File: src/logic/voice_link_defs.svh
// Widths, field positions, reset values and timing counts of the voice recorder link
`ifndef VOICE_LINK_DEFS_SVH
`define VOICE_LINK_DEFS_SVH
// ==========================================
// Widths and field positions
`define ADDR_W          10
`define SUB_W           4
`define MODE_HI_BIT     8
`define MODE_LO_BIT     7
`define MODE_W          7
`define M3_LOOP         3
`define M4_CONSEC       4
`define M5_LEVEL        5
`define M6_PUSH         6
// ==========================================
// Timing
`define CORE_CLK_MHZ    250
`define END_PULSE_NS    12500
`define END_PULSE_CYC   ((`END_PULSE_NS * `CORE_CLK_MHZ) / 1000)
`define FULL_PULSE_NS   12500
`define FULL_PULSE_CYC  ((`FULL_PULSE_NS * `CORE_CLK_MHZ) / 1000)
`define SAMPLE_HZ       8000
`define INT_TICK_CYC    ((`CORE_CLK_MHZ * 1000000) / `SAMPLE_HZ)
`define EXT_PRESCALE    64
`define EXT_IDLE_NS     4000
`define EXT_IDLE_CYC    ((`EXT_IDLE_NS * `CORE_CLK_MHZ) / 1000)
`define EXT_HALF_CYC    122
`define SETUP_NS        100
`define SETUP_CYC       (((`SETUP_NS * `CORE_CLK_MHZ) + 999) / 1000)
`define RESET_VAL_CE_N  1'b1
`define RESET_VAL_STBY  1'b1
`endif

File: src/logic/voice_link_pkg.sv
// Types shared by both ends of the voice recorder link
package voice_link_pkg;
    // ==========================================
    // Device operation states (Gray along idle-record-play)
    typedef enum logic [1:0] {
        DEV_IDLE = 2'b00,
        DEV_REC  = 2'b01,
        DEV_PLAY = 2'b11
    } dev_state_t;
    // ==========================================
    // Host sequencing states (Gray ring)
    typedef enum logic [1:0] {
        HOST_IDLE    = 2'b00,
        HOST_SETUP   = 2'b01,
        HOST_ACTIVE  = 2'b11,
        HOST_RELEASE = 2'b10
    } host_state_t;
endpackage

File: src/logic/voice_link_if.sv
// Pin-level link between the recorder device and its controlling party
`timescale 1ns/1ps
`default_nettype none
`include "voice_link_defs.svh"
interface voice_link_if #(
    parameter int ADDR_W = `ADDR_W
);
    logic              chip_enable_n;       // Active-low enable, host driven
    logic              standby_request;     // Power-down request, host driven
    logic              play_record;         // High selects playback, host driven
    logic [ADDR_W-1:0] addr;                // Message address or mode bits
    logic              ext_sample_clock;    // Optional external clock, low when unused
    logic              array_full_flag_n;   // Overflow output, device driven
    logic              message_end_n;       // End of message or busy, device driven
    modport device (
        input  chip_enable_n, standby_request, play_record, addr, ext_sample_clock,
        output array_full_flag_n, message_end_n
    );
    modport host (
        output chip_enable_n, standby_request, play_record, addr, ext_sample_clock,
        input  array_full_flag_n, message_end_n
    );
endinterface
`default_nettype wire

File: src/logic/voice_recorder_pin_control.sv
// Device end: control-pin logic of the voice record/playback device
//
// Operation
// - Overflow pulses low at array end
// - Then overflow follows chip enable until standby
// - Host drives chip enable low to operate
// - Latch address and play select on enable fall
// - Host holds standby high when idle
// - Standby after overflow returns pointer to start
// - End marker written, kept until recorded over
// - End output pulses low fixed width
// - Low supply forces end low, playback only
// - Push-button mode: end pin is busy high
// - Idle external clock selects internal oscillator
// - Unused external clock tied to ground
// - External clock divided by two on entry
// - External clock matches variant sample rate
// - Address bits 8 and 7 both high select modes
// - Pointer zeroed on direction change (not in consecutive push-button mode), standby
`timescale 1ns/1ps
`default_nettype none
`include "voice_link_defs.svh"
module voice_recorder_pin_control #(
    parameter int ADDR_W         = `ADDR_W,
    parameter int SUB_W          = `SUB_W,
    parameter int INT_TICK_CYC   = `INT_TICK_CYC,
    parameter int EXT_PRESCALE   = `EXT_PRESCALE,
    parameter int EXT_IDLE_CYC   = `EXT_IDLE_CYC,
    parameter int END_PULSE_CYC  = `END_PULSE_CYC,
    parameter int FULL_PULSE_CYC = `FULL_PULSE_CYC
)(
    input  wire logic                 core_clk,      // Core clock
    input  wire logic                 rst,           // Async reset, active high
    voice_link_if.device              link,          // Pins toward the host
    input  wire logic                 supply_low,    // Supply monitor, async level
    output logic                      busy,          // Operation in progress
    output logic                      recording,     // Record in progress
    output logic                      ext_in_use,    // External clock selected
    output logic                      overflowed,    // Overflow held until standby
    output logic [`MODE_W-1:0]        mode_bits      // Latched mode bits
);
    import voice_link_pkg::*;

    localparam int PTR_W = ADDR_W + SUB_W;
    localparam int ROWS  = 1 << ADDR_W;
    localparam int SW    = ADDR_W + 5;
    localparam logic [SW-1:0] SYNC_IDLE = {3'h7, 2'h0, {ADDR_W{1'b0}}}; // Idle pin levels
    localparam int ICW   = $clog2(INT_TICK_CYC + 1);
    localparam int ECW   = $clog2(EXT_PRESCALE + 1);
    localparam int DCW   = $clog2(EXT_IDLE_CYC + 1);
    localparam int PCW   = $clog2(END_PULSE_CYC + FULL_PULSE_CYC + 1);

    // ==========================================
    // Pin synchronisers
    logic [SW-1:0] sync1_r;
    logic [SW-1:0] sync2_r;
    logic          ce_s;
    logic          std_s;
    logic          pr_s;
    logic          ext_s;
    logic          lowv_s;
    logic [ADDR_W-1:0] addr_s;
    logic          ce_prev_r;
    logic          ext_prev_r;
    logic          std_prev_r;

    // Two flops on every pin before use
    always_ff @(posedge core_clk or posedge rst) begin
        if (rst) begin
            sync1_r <= SYNC_IDLE; // No false edge or low supply after reset
            sync2_r <= SYNC_IDLE;
        end else begin
            sync1_r <= {link.chip_enable_n, link.standby_request, link.play_record,
                        link.ext_sample_clock, supply_low, link.addr};
            sync2_r <= sync1_r;
        end
    end
    assign {ce_s, std_s, pr_s, ext_s, lowv_s, addr_s} = sync2_r;

    // Previous levels for edge detection
    always_ff @(posedge core_clk or posedge rst) begin
        if (rst) begin
            ce_prev_r  <= 1'b1;
            ext_prev_r <= 1'b0;
            std_prev_r <= 1'b1;
        end else begin
            ce_prev_r  <= ce_s;
            ext_prev_r <= ext_s;
            std_prev_r <= std_s;
        end
    end

    // ==========================================
    // Sample clock selection
    logic [ICW-1:0] int_cnt_r;
    logic [ECW-1:0] pre_cnt_r;
    logic [DCW-1:0] idle_cnt_r;
    logic           half_r;
    logic           ext_rise;
    logic           int_tick;
    logic           ext_tick;
    logic           ext_used;
    logic           tick;

    assign ext_rise = ext_s & ~ext_prev_r;
    assign int_tick = (int_cnt_r == ICW'(INT_TICK_CYC - 1));
    assign ext_tick = ext_rise & half_r & (pre_cnt_r == ECW'(EXT_PRESCALE - 1));
    assign ext_used = (idle_cnt_r < DCW'(EXT_IDLE_CYC));
    assign tick     = ext_used ? ext_tick : int_tick;

    // Internal oscillator and external clock dividers
    always_ff @(posedge core_clk or posedge rst) begin
        if (rst) begin
            int_cnt_r  <= '0;
            pre_cnt_r  <= '0;
            half_r     <= 1'b0;
            idle_cnt_r <= DCW'(EXT_IDLE_CYC);
        end else begin
            int_cnt_r <= int_tick ? '0 : int_cnt_r + 1'b1;
            if (ext_rise) begin
                half_r     <= ~half_r;
                idle_cnt_r <= '0;
                if (half_r) begin
                    pre_cnt_r <= ext_tick ? '0 : pre_cnt_r + 1'b1;
                end
            end else if (!ext_used) begin
                idle_cnt_r <= idle_cnt_r;
            end else begin
                idle_cnt_r <= idle_cnt_r + 1'b1;
            end
        end
    end

    // ==========================================
    // Operation control and address pointer
    dev_state_t        state_r;
    logic [PTR_W-1:0]  ptr_r;
    logic [`MODE_W-1:0] mode_r;
    logic              last_rec_r;
    logic              ovf_hold_r;
    logic [ROWS-1:0]   marker_r;
    logic              ce_fall;
    logic              mode_req;
    logic              want_rec;
    logic              ptr_end;
    logic              row_mark;
    logic              msg_end;
    logic              full_evt;
    logic              rec_end;
    logic              start;
    logic [PTR_W-1:0]  start_ptr;
    logic [ADDR_W-1:0] row;

    assign row      = ptr_r[PTR_W-1 -: ADDR_W];
    assign ce_fall  = ce_prev_r & ~ce_s;
    assign start    = ce_fall & ~std_s & ~ovf_hold_r & (state_r == DEV_IDLE);
    assign mode_req = addr_s[`MODE_HI_BIT] & addr_s[`MODE_LO_BIT];
    assign want_rec = ~pr_s & ~lowv_s;
    assign ptr_end  = &ptr_r;
    assign row_mark = marker_r[row] & (&ptr_r[SUB_W-1:0]);

    // Event decode for the current sample tick
    always_comb begin
        msg_end  = tick & (state_r == DEV_PLAY) & row_mark;
        full_evt = tick & (state_r != DEV_IDLE) & ptr_end & ~msg_end
                   & ~((state_r == DEV_PLAY) & mode_r[`M3_LOOP]);
        rec_end  = (state_r == DEV_REC) & (ce_s | std_s | full_evt);
        if (!mode_req) begin
            start_ptr = {addr_s, {SUB_W{1'b0}}};
        end else if (addr_s[`M4_CONSEC] && ((last_rec_r == want_rec) || addr_s[`M6_PUSH])) begin
            start_ptr = ptr_r;
        end else begin
            start_ptr = '0;
        end
    end

    // Operation state, pointer and latched controls
    always_ff @(posedge core_clk or posedge rst) begin
        if (rst) begin
            state_r    <= DEV_IDLE;
            ptr_r      <= '0;
            mode_r     <= '0;
            last_rec_r <= 1'b0;
            ovf_hold_r <= 1'b0;
        end else if (std_s) begin
            state_r <= DEV_IDLE;
            ptr_r   <= '0;
            ovf_hold_r <= full_evt | (ovf_hold_r & std_prev_r); // Set wins
        end else if (start) begin
            mode_r     <= mode_req ? addr_s[`MODE_W-1:0] : '0;
            last_rec_r <= want_rec;
            ptr_r      <= start_ptr;
            state_r    <= want_rec ? DEV_REC : DEV_PLAY;
        end else if (full_evt) begin
            state_r    <= DEV_IDLE;
            ovf_hold_r <= 1'b1;
        end else if (msg_end) begin
            state_r <= DEV_IDLE;
            ptr_r   <= mode_r[`M4_CONSEC] ? ptr_r + 1'b1 : '0;
        end else if (rec_end) begin
            state_r <= DEV_IDLE;
        end else if ((state_r == DEV_PLAY) && mode_r[`M5_LEVEL] && ce_s) begin
            state_r <= DEV_IDLE;
        end else if (tick && (state_r != DEV_IDLE)) begin
            ptr_r <= ptr_r + 1'b1;
        end
    end

    // End markers: cleared as rows are recorded over, set at record end
    always_ff @(posedge core_clk or posedge rst) begin
        if (rst) begin
            marker_r <= '0;
        end else if (rec_end) begin
            marker_r[row] <= 1'b1;
        end else if (tick && (state_r == DEV_REC)) begin
            marker_r[row] <= 1'b0;
        end
    end

    // ==========================================
    // Output pulses and pin drivers
    logic [PCW-1:0] eom_cnt_r;
    logic [PCW-1:0] full_cnt_r;
    logic           eom_n_r;
    logic           full_n_r;

    // Pulse width counters
    always_ff @(posedge core_clk or posedge rst) begin
        if (rst) begin
            eom_cnt_r  <= '0;
            full_cnt_r <= '0;
        end else begin
            if (msg_end) begin
                eom_cnt_r <= PCW'(END_PULSE_CYC);
            end else if (eom_cnt_r != '0) begin
                eom_cnt_r <= eom_cnt_r - 1'b1;
            end
            if (full_evt) begin
                full_cnt_r <= PCW'(FULL_PULSE_CYC);
            end else if (full_cnt_r != '0) begin
                full_cnt_r <= full_cnt_r - 1'b1;
            end
        end
    end

    // Registered pins and status
    always_ff @(posedge core_clk or posedge rst) begin
        if (rst) begin
            eom_n_r    <= 1'b1;
            full_n_r   <= 1'b1;
            busy       <= 1'b0;
            recording  <= 1'b0;
            ext_in_use <= 1'b0;
            overflowed <= 1'b0;
            mode_bits  <= '0;
        end else begin
            if (lowv_s) begin
                eom_n_r <= 1'b0;
            end else if (mode_r[`M6_PUSH]) begin
                eom_n_r <= (state_r != DEV_IDLE);
            end else begin
                eom_n_r <= (eom_cnt_r == '0);
            end
            if (full_cnt_r != '0) begin
                full_n_r <= 1'b0;
            end else begin
                full_n_r <= ovf_hold_r ? ce_s : 1'b1;
            end
            busy       <= (state_r != DEV_IDLE);
            recording  <= (state_r == DEV_REC);
            ext_in_use <= ext_used;
            overflowed <= ovf_hold_r;
            mode_bits  <= mode_r;
        end
    end
    assign link.message_end_n     = eom_n_r;
    assign link.array_full_flag_n = full_n_r;
endmodule // voice_recorder_pin_control
`default_nettype wire

File: src/flat_wrapper.sv
// flat-port wrapper written by rule: the top's interface ports become plain ports
module voice_recorder_pin_control_flat import voice_link_pkg::*;
#(
    parameter int ADDR_W         = `ADDR_W,
    parameter int SUB_W          = `SUB_W,
    parameter int INT_TICK_CYC   = `INT_TICK_CYC,
    parameter int EXT_PRESCALE   = `EXT_PRESCALE,
    parameter int EXT_IDLE_CYC   = `EXT_IDLE_CYC,
    parameter int END_PULSE_CYC  = `END_PULSE_CYC,
    parameter int FULL_PULSE_CYC = `FULL_PULSE_CYC
)
  (core_clk, rst, supply_low, busy, recording, ext_in_use, overflowed, mode_bits, link_chip_enable_n, link_standby_request, link_play_record, link_addr, link_ext_sample_clock, link_array_full_flag_n, link_message_end_n);
  voice_link_if #(.ADDR_W(ADDR_W)) link_i ();
  input  wire logic core_clk;
  input  wire logic rst;
  input  wire logic supply_low;
  output logic busy;
  output logic recording;
  output logic ext_in_use;
  output logic overflowed;
  output logic [`MODE_W-1:0] mode_bits;
  input wire logic [$bits(link_i.chip_enable_n)-1:0] link_chip_enable_n;
  input wire logic [$bits(link_i.standby_request)-1:0] link_standby_request;
  input wire logic [$bits(link_i.play_record)-1:0] link_play_record;
  input wire logic [$bits(link_i.addr)-1:0] link_addr;
  input wire logic [$bits(link_i.ext_sample_clock)-1:0] link_ext_sample_clock;
  output wire logic [$bits(link_i.array_full_flag_n)-1:0] link_array_full_flag_n;
  output wire logic [$bits(link_i.message_end_n)-1:0] link_message_end_n;
  assign link_i.chip_enable_n = link_chip_enable_n;
  assign link_i.standby_request = link_standby_request;
  assign link_i.play_record = link_play_record;
  assign link_i.addr = link_addr;
  assign link_i.ext_sample_clock = link_ext_sample_clock;
  assign link_array_full_flag_n = link_i.array_full_flag_n;
  assign link_message_end_n = link_i.message_end_n;
  voice_recorder_pin_control #(.ADDR_W(ADDR_W), .SUB_W(SUB_W), .INT_TICK_CYC(INT_TICK_CYC), .EXT_PRESCALE(EXT_PRESCALE), .EXT_IDLE_CYC(EXT_IDLE_CYC), .END_PULSE_CYC(END_PULSE_CYC), .FULL_PULSE_CYC(FULL_PULSE_CYC)) u_core (.core_clk(core_clk), .rst(rst), .link(link_i), .supply_low(supply_low), .busy(busy), .recording(recording), .ext_in_use(ext_in_use), .overflowed(overflowed), .mode_bits(mode_bits));
endmodule
File: config.mk
export PLATFORM = sky130hd
export DESIGN_NAME = voice_recorder_pin_control_flat
export DESIGN_NICKNAME = d
export VERILOG_FILES = /design/src/logic/voice_link_pkg.sv /design/src/logic/voice_link_if.sv /design/src/logic/voice_recorder_pin_control.sv /design/src/flat_wrapper.sv
export VERILOG_INCLUDE_DIRS = /design/src /design/src/logic
export SDC_FILE = /design/constraint.sdc
export NUM_CORES = 2
export LEC_CHECK = 0
export BUFFER_PORTS_ARGS = -buffer_cell sky130_fd_sc_hd__clkbuf_2
export CORE_MARGIN = 10
export CORE_UTILIZATION = 45
export CTS_BUF_LIST = sky130_fd_sc_hd__clkbuf_8
export CTS_CLUSTER_SIZE = 40
export DETAILED_ROUTE_END_ITERATION = 10
export GPL_ROUTABILITY_DRIVEN = 0
export MAX_ROUTING_LAYER = met4
export SYNTH_ARGS = -nofsm -noshare
export SYNTH_HDL_FRONTEND = slang
export SYNTH_SLANG_ARGS = --single-unit
File: constraint.sdc
create_clock -name core_clk -period 46.3 [get_ports core_clk]
set_input_delay 2.315 -clock core_clk [delete_from_list [all_inputs] [get_ports core_clk]]
set_output_delay 2.315 -clock core_clk [all_outputs]
set_load 0.005 [all_outputs]
After elaboration in Yosys (flattened, before gate mapping)
Cells that the tools add are included.
{"block": "word_totals", "reg_bits": 1154, "in_bits": 17, "out_inout_bits": 13}
{"block": "classes", "n_addsub": 6, "order_cmp": 3, "eq_ne": 10, "muxes": 40, "bitwise_logic": 34, "reduce_logical": 25}
{"cell": "1024-bit 2-to-1 mux", "count": 2}
{"cell": "1024-bit bitwise AND", "count": 1}
{"cell": "1024-bit NOT", "count": 1}
{"cell": "1024-bit bitwise OR", "count": 1}
{"cell": "14-bit 2-to-1 mux", "count": 10}
{"cell": "13-bit 2-to-1 mux", "count": 4}
{"cell": "13-bit nonzero test", "count": 2}
{"cell": "13-bit by 1-bit subtractor with 13-bit output, second input constant", "count": 2}
{"cell": "10-bit 2-to-1 mux", "count": 2}
{"cell": "1-bit bitwise AND", "count": 19}
{"cell": "15-bit by 1-bit adder with 15-bit output, second input constant", "count": 1}
{"cell": "15-bit equality test, second input constant", "count": 1}
{"cell": "15-bit 2-to-1 mux", "count": 1}
{"cell": "14-bit by 1-bit adder with 14-bit output, second input constant", "count": 1}
{"cell": "2-bit 2-to-1 mux", "count": 7}
{"cell": "7-bit 2-to-1 mux", "count": 2}
{"cell": "14-bit AND reduction", "count": 1}
{"cell": "13-bit zero test", "count": 1}
{"cell": "2-bit nonzero test", "count": 6}
{"cell": "10-bit by 11-bit less-than comparator with 1-bit output, second input constant", "count": 1}
{"cell": "10-bit by 1-bit adder with 10-bit output, second input constant", "count": 1}
{"cell": "1-bit binary-select mux with 10-bit select", "count": 1}
{"cell": "1-bit demux with 10-bit select", "count": 1}
{"cell": "10-bit by 1-bit >= comparator with 1-bit output, second input constant", "count": 1}
{"cell": "other kinds (22)", "count": 48}

Logic depth before layout (Yosys ltp)
{"block": "depth", "word_depth": 17, "ltp_mapped": 15, "mapped_depth_nobuf": 12}

Worst setup path before layout
No wires, ideal clock.
{"block": "synth_path", "kind": "reg2reg", "startpoint": "reg u_core.int_cnt_r[1]", "endpoint": "reg u_core.ptr_r[12]", "setup_ns": 0.126, "arrival_ns": 3.044, "slack_ns": 43.130, "path_stages_with_launch": 14, "n_path_buf": 1, "path_cell_list": "dfrtp_1 -> inv_1 -> ha_1 -> or4b_1 -> nor4_1 -> clkbuf_1 -> mux2_2 -> a31oi_1 -> o32ai_1 -> inv_1 -> o22ai_1 -> o41a_4 -> nor2_2 -> a221o_1"}
{"block": "synth_via", "elab_chain_len": 11}
{"element": "start, declared", "line_no": "voice_recorder_pin_control.sv:95", "text": "logic [ICW-1:0] int_cnt_r;"}
{"element": "start signal, assigned", "line_no": "voice_recorder_pin_control.sv:119", "text": "int_cnt_r <= int_tick ? '0 : int_cnt_r + 1'b1;"}
{"element": "15-bit equality test (*)", "line_no": "voice_recorder_pin_control.sv:106", "text": "assign int_tick = (int_cnt_r == ICW'(INT_TICK_CYC - 1));"}
{"element": "1-bit 2-to-1 mux (*)", "line_no": "voice_recorder_pin_control.sv:109", "text": "assign tick = ext_used ? ext_tick : int_tick;"}
{"element": "1-bit bitwise AND (2 in series)", "line_no": "voice_recorder_pin_control.sv:164", "text": "msg_end = tick & (state_r == DEV_PLAY) & row_mark;"}
{"element": "1-bit NOT", "line_no": "voice_recorder_pin_control.sv:165", "text": "full_evt = tick & (state_r != DEV_IDLE) & ptr_end & ~msg_end"}
{"element": "1-bit bitwise AND (2 in series)", "line_no": "voice_recorder_pin_control.sv:165"}
{"element": "1-bit bitwise OR", "line_no": "voice_recorder_pin_control.sv:167", "text": "rec_end = (state_r == DEV_REC) & (ce_s | std_s | full_evt);"}
{"element": "1-bit bitwise AND", "line_no": "voice_recorder_pin_control.sv:167"}
{"element": "4-bit by 2-bit inequality test with 1-bit output (no line)"}
{"element": "5-bit AND reduction (no line)"}
{"element": "end signal, assigned", "line_no": "voice_recorder_pin_control.sv:192", "text": "ptr_r <= start_ptr;"}
{"element": "end signal, assigned", "line_no": "voice_recorder_pin_control.sv:199", "text": "ptr_r <= mode_r[`M4_CONSEC] ? ptr_r + 1'b1 : '0;"}
{"element": "end signal, assigned", "line_no": "voice_recorder_pin_control.sv:205", "text": "ptr_r <= ptr_r + 1'b1;"}
{"element": "end, declared", "line_no": "voice_recorder_pin_control.sv:137", "text": "logic [PTR_W-1:0] ptr_r;"}
Every way passes the cells marked *; elsewhere a longest branch is shown, timed or not. The select of a mux whose other input is x is not followed.
A chain may end at the register's enable or synchronous reset.

Worst setup path after layout
{"block": "layout_path", "startpoint": "reg u_core.ptr_r[4]", "endpoint": "reg u_core.full_cnt_r[4]"}
{"block": "layout_via", "elab_chain_len": 8}
{"element": "1-bit binary-select mux with 10-bit select", "line_no": "voice_recorder_pin_control.sv:160", "text": "assign row_mark = marker_r[row] & (&ptr_r[SUB_W-1:0]);"}
{"element": "1-bit 2-to-1 mux (implied by the code)", "line_no": "voice_recorder_pin_control.sv:160"}
{"element": "1-bit bitwise AND", "line_no": "voice_recorder_pin_control.sv:160"}
{"element": "1-bit bitwise AND", "line_no": "voice_recorder_pin_control.sv:164"}
{"element": "1-bit NOT", "line_no": "voice_recorder_pin_control.sv:165"}
{"element": "1-bit bitwise AND (*) (2 in series)", "line_no": "voice_recorder_pin_control.sv:165"}
{"element": "13-bit 2-to-1 mux / 2-bit nonzero test (equally long branches)"}
{"element": "end signal, assigned", "line_no": "voice_recorder_pin_control.sv:239", "text": "full_cnt_r <= PCW'(FULL_PULSE_CYC);"}
{"element": "end signal, assigned", "line_no": "voice_recorder_pin_control.sv:241", "text": "full_cnt_r <= full_cnt_r - 1'b1;"}
{"element": "end, declared", "line_no": "voice_recorder_pin_control.sv:223", "text": "logic [PCW-1:0] full_cnt_r;"}
Marks and branches as above.

==> impl_metrics.py <==
metrics = {
    "global_routing": {
        "grt_max_degree": 226,
        "grt_remaining_overflow": 0,
        "grt_pass1_wl_um": 266800,
        "antenna_found_initial": 3,
        "grt_pass1_vias": 39708,
        "grt_usage": 0.2619,
    },
    "power": {
        "p_switching_w": 0.0005402,
        "internal_power_w": 0.001534,
        "p_leak_nw": 23.86,
        "seqPwrFrac": 0.495,
        "swShare": 0.2604,
        "power_frac_comb": 0.062,
        "power.share.clock": 0.444,
        "power.density_nw_per_um2": 34.83,
        "max-vdd-ir-drop_uv": 27.82,
    },
    "sta": {
        "maxSlewViolCount": 0,
        "post-route-period-util": 0.1469,
        "fin_skew_ps": 49.36,
        "min_period_ps": 6803,
        "rsz0062_at_grt": "false",
        "slew_headroom": 0.1960,
        "finalSetupViolCount": 0,
        "setup_slack_ps": 39500,
        "worst_pin_slew_ps": 1203,
        "fmax_mhz": 147.0,
        "finalSetupTns_ps": 0,
        "hold_violations": 0,
    },
    "worst_setup_path": {
        "crit_chain": "buf_12 > buf_4 > buf_4 > mux2i_1 > o22ai_1 > nor4_1 > o2111ai_1 > o211ai_1 > o21ai_1 > nor4_4 > buf_4 > nor2_4 > nor4b_4 > or3b_1",
        "start_kind": "flip-flop",
        "cp_slowest_cell": "buf_4",
        "worst_path_most_repeated_cell": "buf_4",
        "cp.arrival_ps": 7610,
        "crit_fanout": 120,
        "critPathKind": "reg -> reg",
        "cpPeakStageDelay_ps": 910,
        "critPathCaptureType": "flip-flop",
        "critical_path_required_ps": 47110,
    },
    "placed_design": {
        "port_buffers": 29,
        "placed_area_um2": 55610,
        "pre_cts_ws_ps": 39560,
        "place_hpwl_um": 87450,
    },
    "worst_hold_path": {
        "hp-class": "reg -> reg",
    },
    "routing": {
        "top_layer": "met4",
        "dr_wl_met3_um": 12160,
        "wl_um": 177400,
        "wl_per_cell_um": 26.57,
        "met1Wirelength_um": 80210,
        "firstDrtPassIters": 6,
        "vias": 42467,
        "drcViolationCount": 0,
        "met2_wirelength_um": 80310,
        "drtIter0Drc": 5227,
        "detail-route-antenna-nets": 0,
        "viasPerCell": 6.361,
    },
    "clock_network": {
        "ctsResizeCount": 0,
        "post-cts-setup-buffers": 0,
        "cts.path.max_buffers": 3,
        "tritoncts": "done",
        "cts.clk_slew.worst_paths_ps": 60,
        "clk_latency_ps": 900,
        "h-tree-depth": 4,
        "cts_sinks": 1154,
        "holdBufCountCts": 0,
        "root_buffer": "clkbuf_8",
        "cts_buffers": 194,
    },
    "logic_synthesis": {
        "syn_nets": 5250,
        "syn_area_um2": 54960,
        "ys_ff_latch": 1154,
        "avgSynthCellArea_um2": 10.52,
        "synthTopCellsByArea": "dfrtp_1, o31ai_1, o21ai_0, mux2i_1, clkbuf_1",
        "synth_edf_count": 0,
        "ys_seq_area_frac": 0.5258,
        "synth_top_area_share": 0.5181,
        "synth_cells": 5226,
        "synth_cell_types": 73,
        "async_flop_share": 1.000,
        "yosysTopAreaCell": "dfrtp_1",
        "synth_ff_type": "dfrtp_1",
        "synth_warnings": 0,
    },
    "die": {
        "fp.coreArea_um2": 121600,
        "placementRows": 128,
        "die_x_um": 369.5,
        "pin_count": 30,
        "die_y_um": 369.5,
        "start_util": 0.4522,
        "dieArea_um2": 136500,
    },
    "final_layout": {
        "design_area_um2": 59560,
        "final_common_cell": "dfrtp_1",
        "mostFrequentLayoutCells": "dfrtp_1, o21ai_0, o31ai_1",
        "num-nets-final": 4916,
        "areaGrowthSynthToFinish_pct": 8.368,
        "drive_gt1_frac": 0.1030,
    },
    "run": {
        "drv_cap": 0,
    },
    "outcome": {
        "status": "finished, final reports clean",
    },
}
power by group through the flow:
| stage | clock network [W] | registers [W] | logic, W |
|---|---|---|---|
| 6_report | 0.000920 | 0.00103 | 0.000128 |
| 5_1_grt | 0.000985 | 0.00103 | 0.000138 |
| 4_1_cts | 0.000935 | 0.00103 | 0.000128 |
| 3_5_place_dp | 0 | 0.00104 | 0.000128 |
| 3_3_place_gp | 0 | 0.00104 | 0.000127 |
| 2_1_floorplan | 0 | 0.00104 | 0.0000912 |
cell families after synthesis:
kind of cell	synth area share
compound gates	0.2779
flops	0.5258
simple gates	0.04082
mux	0.09463
xor+xnor	0.006852
fa+ha+maj	0.001593
buf+inv	0.05243
synth_stat cells, types with 5 or more instances:
| cell | number |
|---|---|
| a21oi_1 | 12 |
| a22o_1 | 7 |
| a31oi_1 | 5 |
| and3_1 | 8 |
| buf_1 | 6 |
| buf_2 | 90 |
| buf_4 | 30 |
| buf_6 | 17 |
| clkbuf_1 | 512 |
| dfrtp_1 | 1138 |
| dfstp_2 | 16 |
| ha_1 | 7 |
| inv_1 | 16 |
| mux2_2 | 5 |
| mux2i_1 | 514 |
| nand2_1 | 118 |
| nand2b_1 | 10 |
| nand3_1 | 36 |
| nand3b_1 | 5 |
| nand4_1 | 10 |
| nand4bb_1 | 6 |
| nor2_1 | 85 |
| nor2b_1 | 6 |
| nor3_1 | 40 |
| nor3b_1 | 6 |
| nor4_1 | 40 |
| o2111ai_1 | 28 |
| o21ai_0 | 1069 |
| o22a_1 | 24 |
| o22ai_1 | 201 |
| o31ai_1 | 1038 |
| o41ai_1 | 5 |
| or3_1 | 5 |
| or4b_1 | 6 |
| xnor2_1 | 28 |
| xor2_1 | 15 |
routing by layer:
layer	GRT usage	up-vias
met4	0.07643	0
met3	0.04455	306
met1	0.3639	21367
met5	-	-
met2	0.3921	1484
li1	-	19310
final cells by class:
type | count | area [µm²]
antenna | 2 | 5.005
clock buffer | 245 | 3372
clock inverter | 108 | 573.1
fill | 11200 | 61990
inverter | 16 | 67.56
multi-input combinational | 3399 | 23670
sequential | 1154 | 28900
tap | 1625 | 2033
timing repair buffer | 127 | 943.4
critical path: cells and delay by family, from the launching register on:
kind,cells,cell delay [ps]
DFF,1,690
buffers and inverters,4,2740
muxes,1,270
and+or+nand+nor,5,1940
AOI/OAI and AO/OA,4,890
per-stage QoR:
step,cells,total power (W),util,hold WS [ps]
CTS,6674,0.002088,0.4900,347.1
global route,6676,0.002149,0.4900,350.6
detailed placement,6321,0.001172,0.4575,334.7
finish,6676,0.002075,0.4900,346.0
global placement,6321,0.001171,0.4575,332.8
floorplan,5226,0.001134,-,331.2
final timing paths:
check / startpoint / end / slack [ps] / cells after the start
setup / recovery: u_core.ptr_r[4]$_DFFE_PP0P_ / u_core.full_cnt_r[4]$_DFFE_PP0P_ / 39500 / 14
hold / removal: u_core.sync1_r[8]$_DFF_PP0_ / u_core.sync2_r[8]$_DFF_PP0_ / 350 / 0
setup reg to reg: u_core.ptr_r[4]$_DFFE_PP0P_ / u_core.full_cnt_r[4]$_DFFE_PP0P_ / 39500 / 14
hold reg to reg: u_core.sync1_r[8]$_DFF_PP0_ / u_core.sync2_r[8]$_DFF_PP0_ / 350 / 0
max in group asynchronous: rst / async pin / 41600 / 5
min in group asynchronous: rst / async pin / 1590 / 2
No activity file was read; power rests on OpenSTA's default activity.
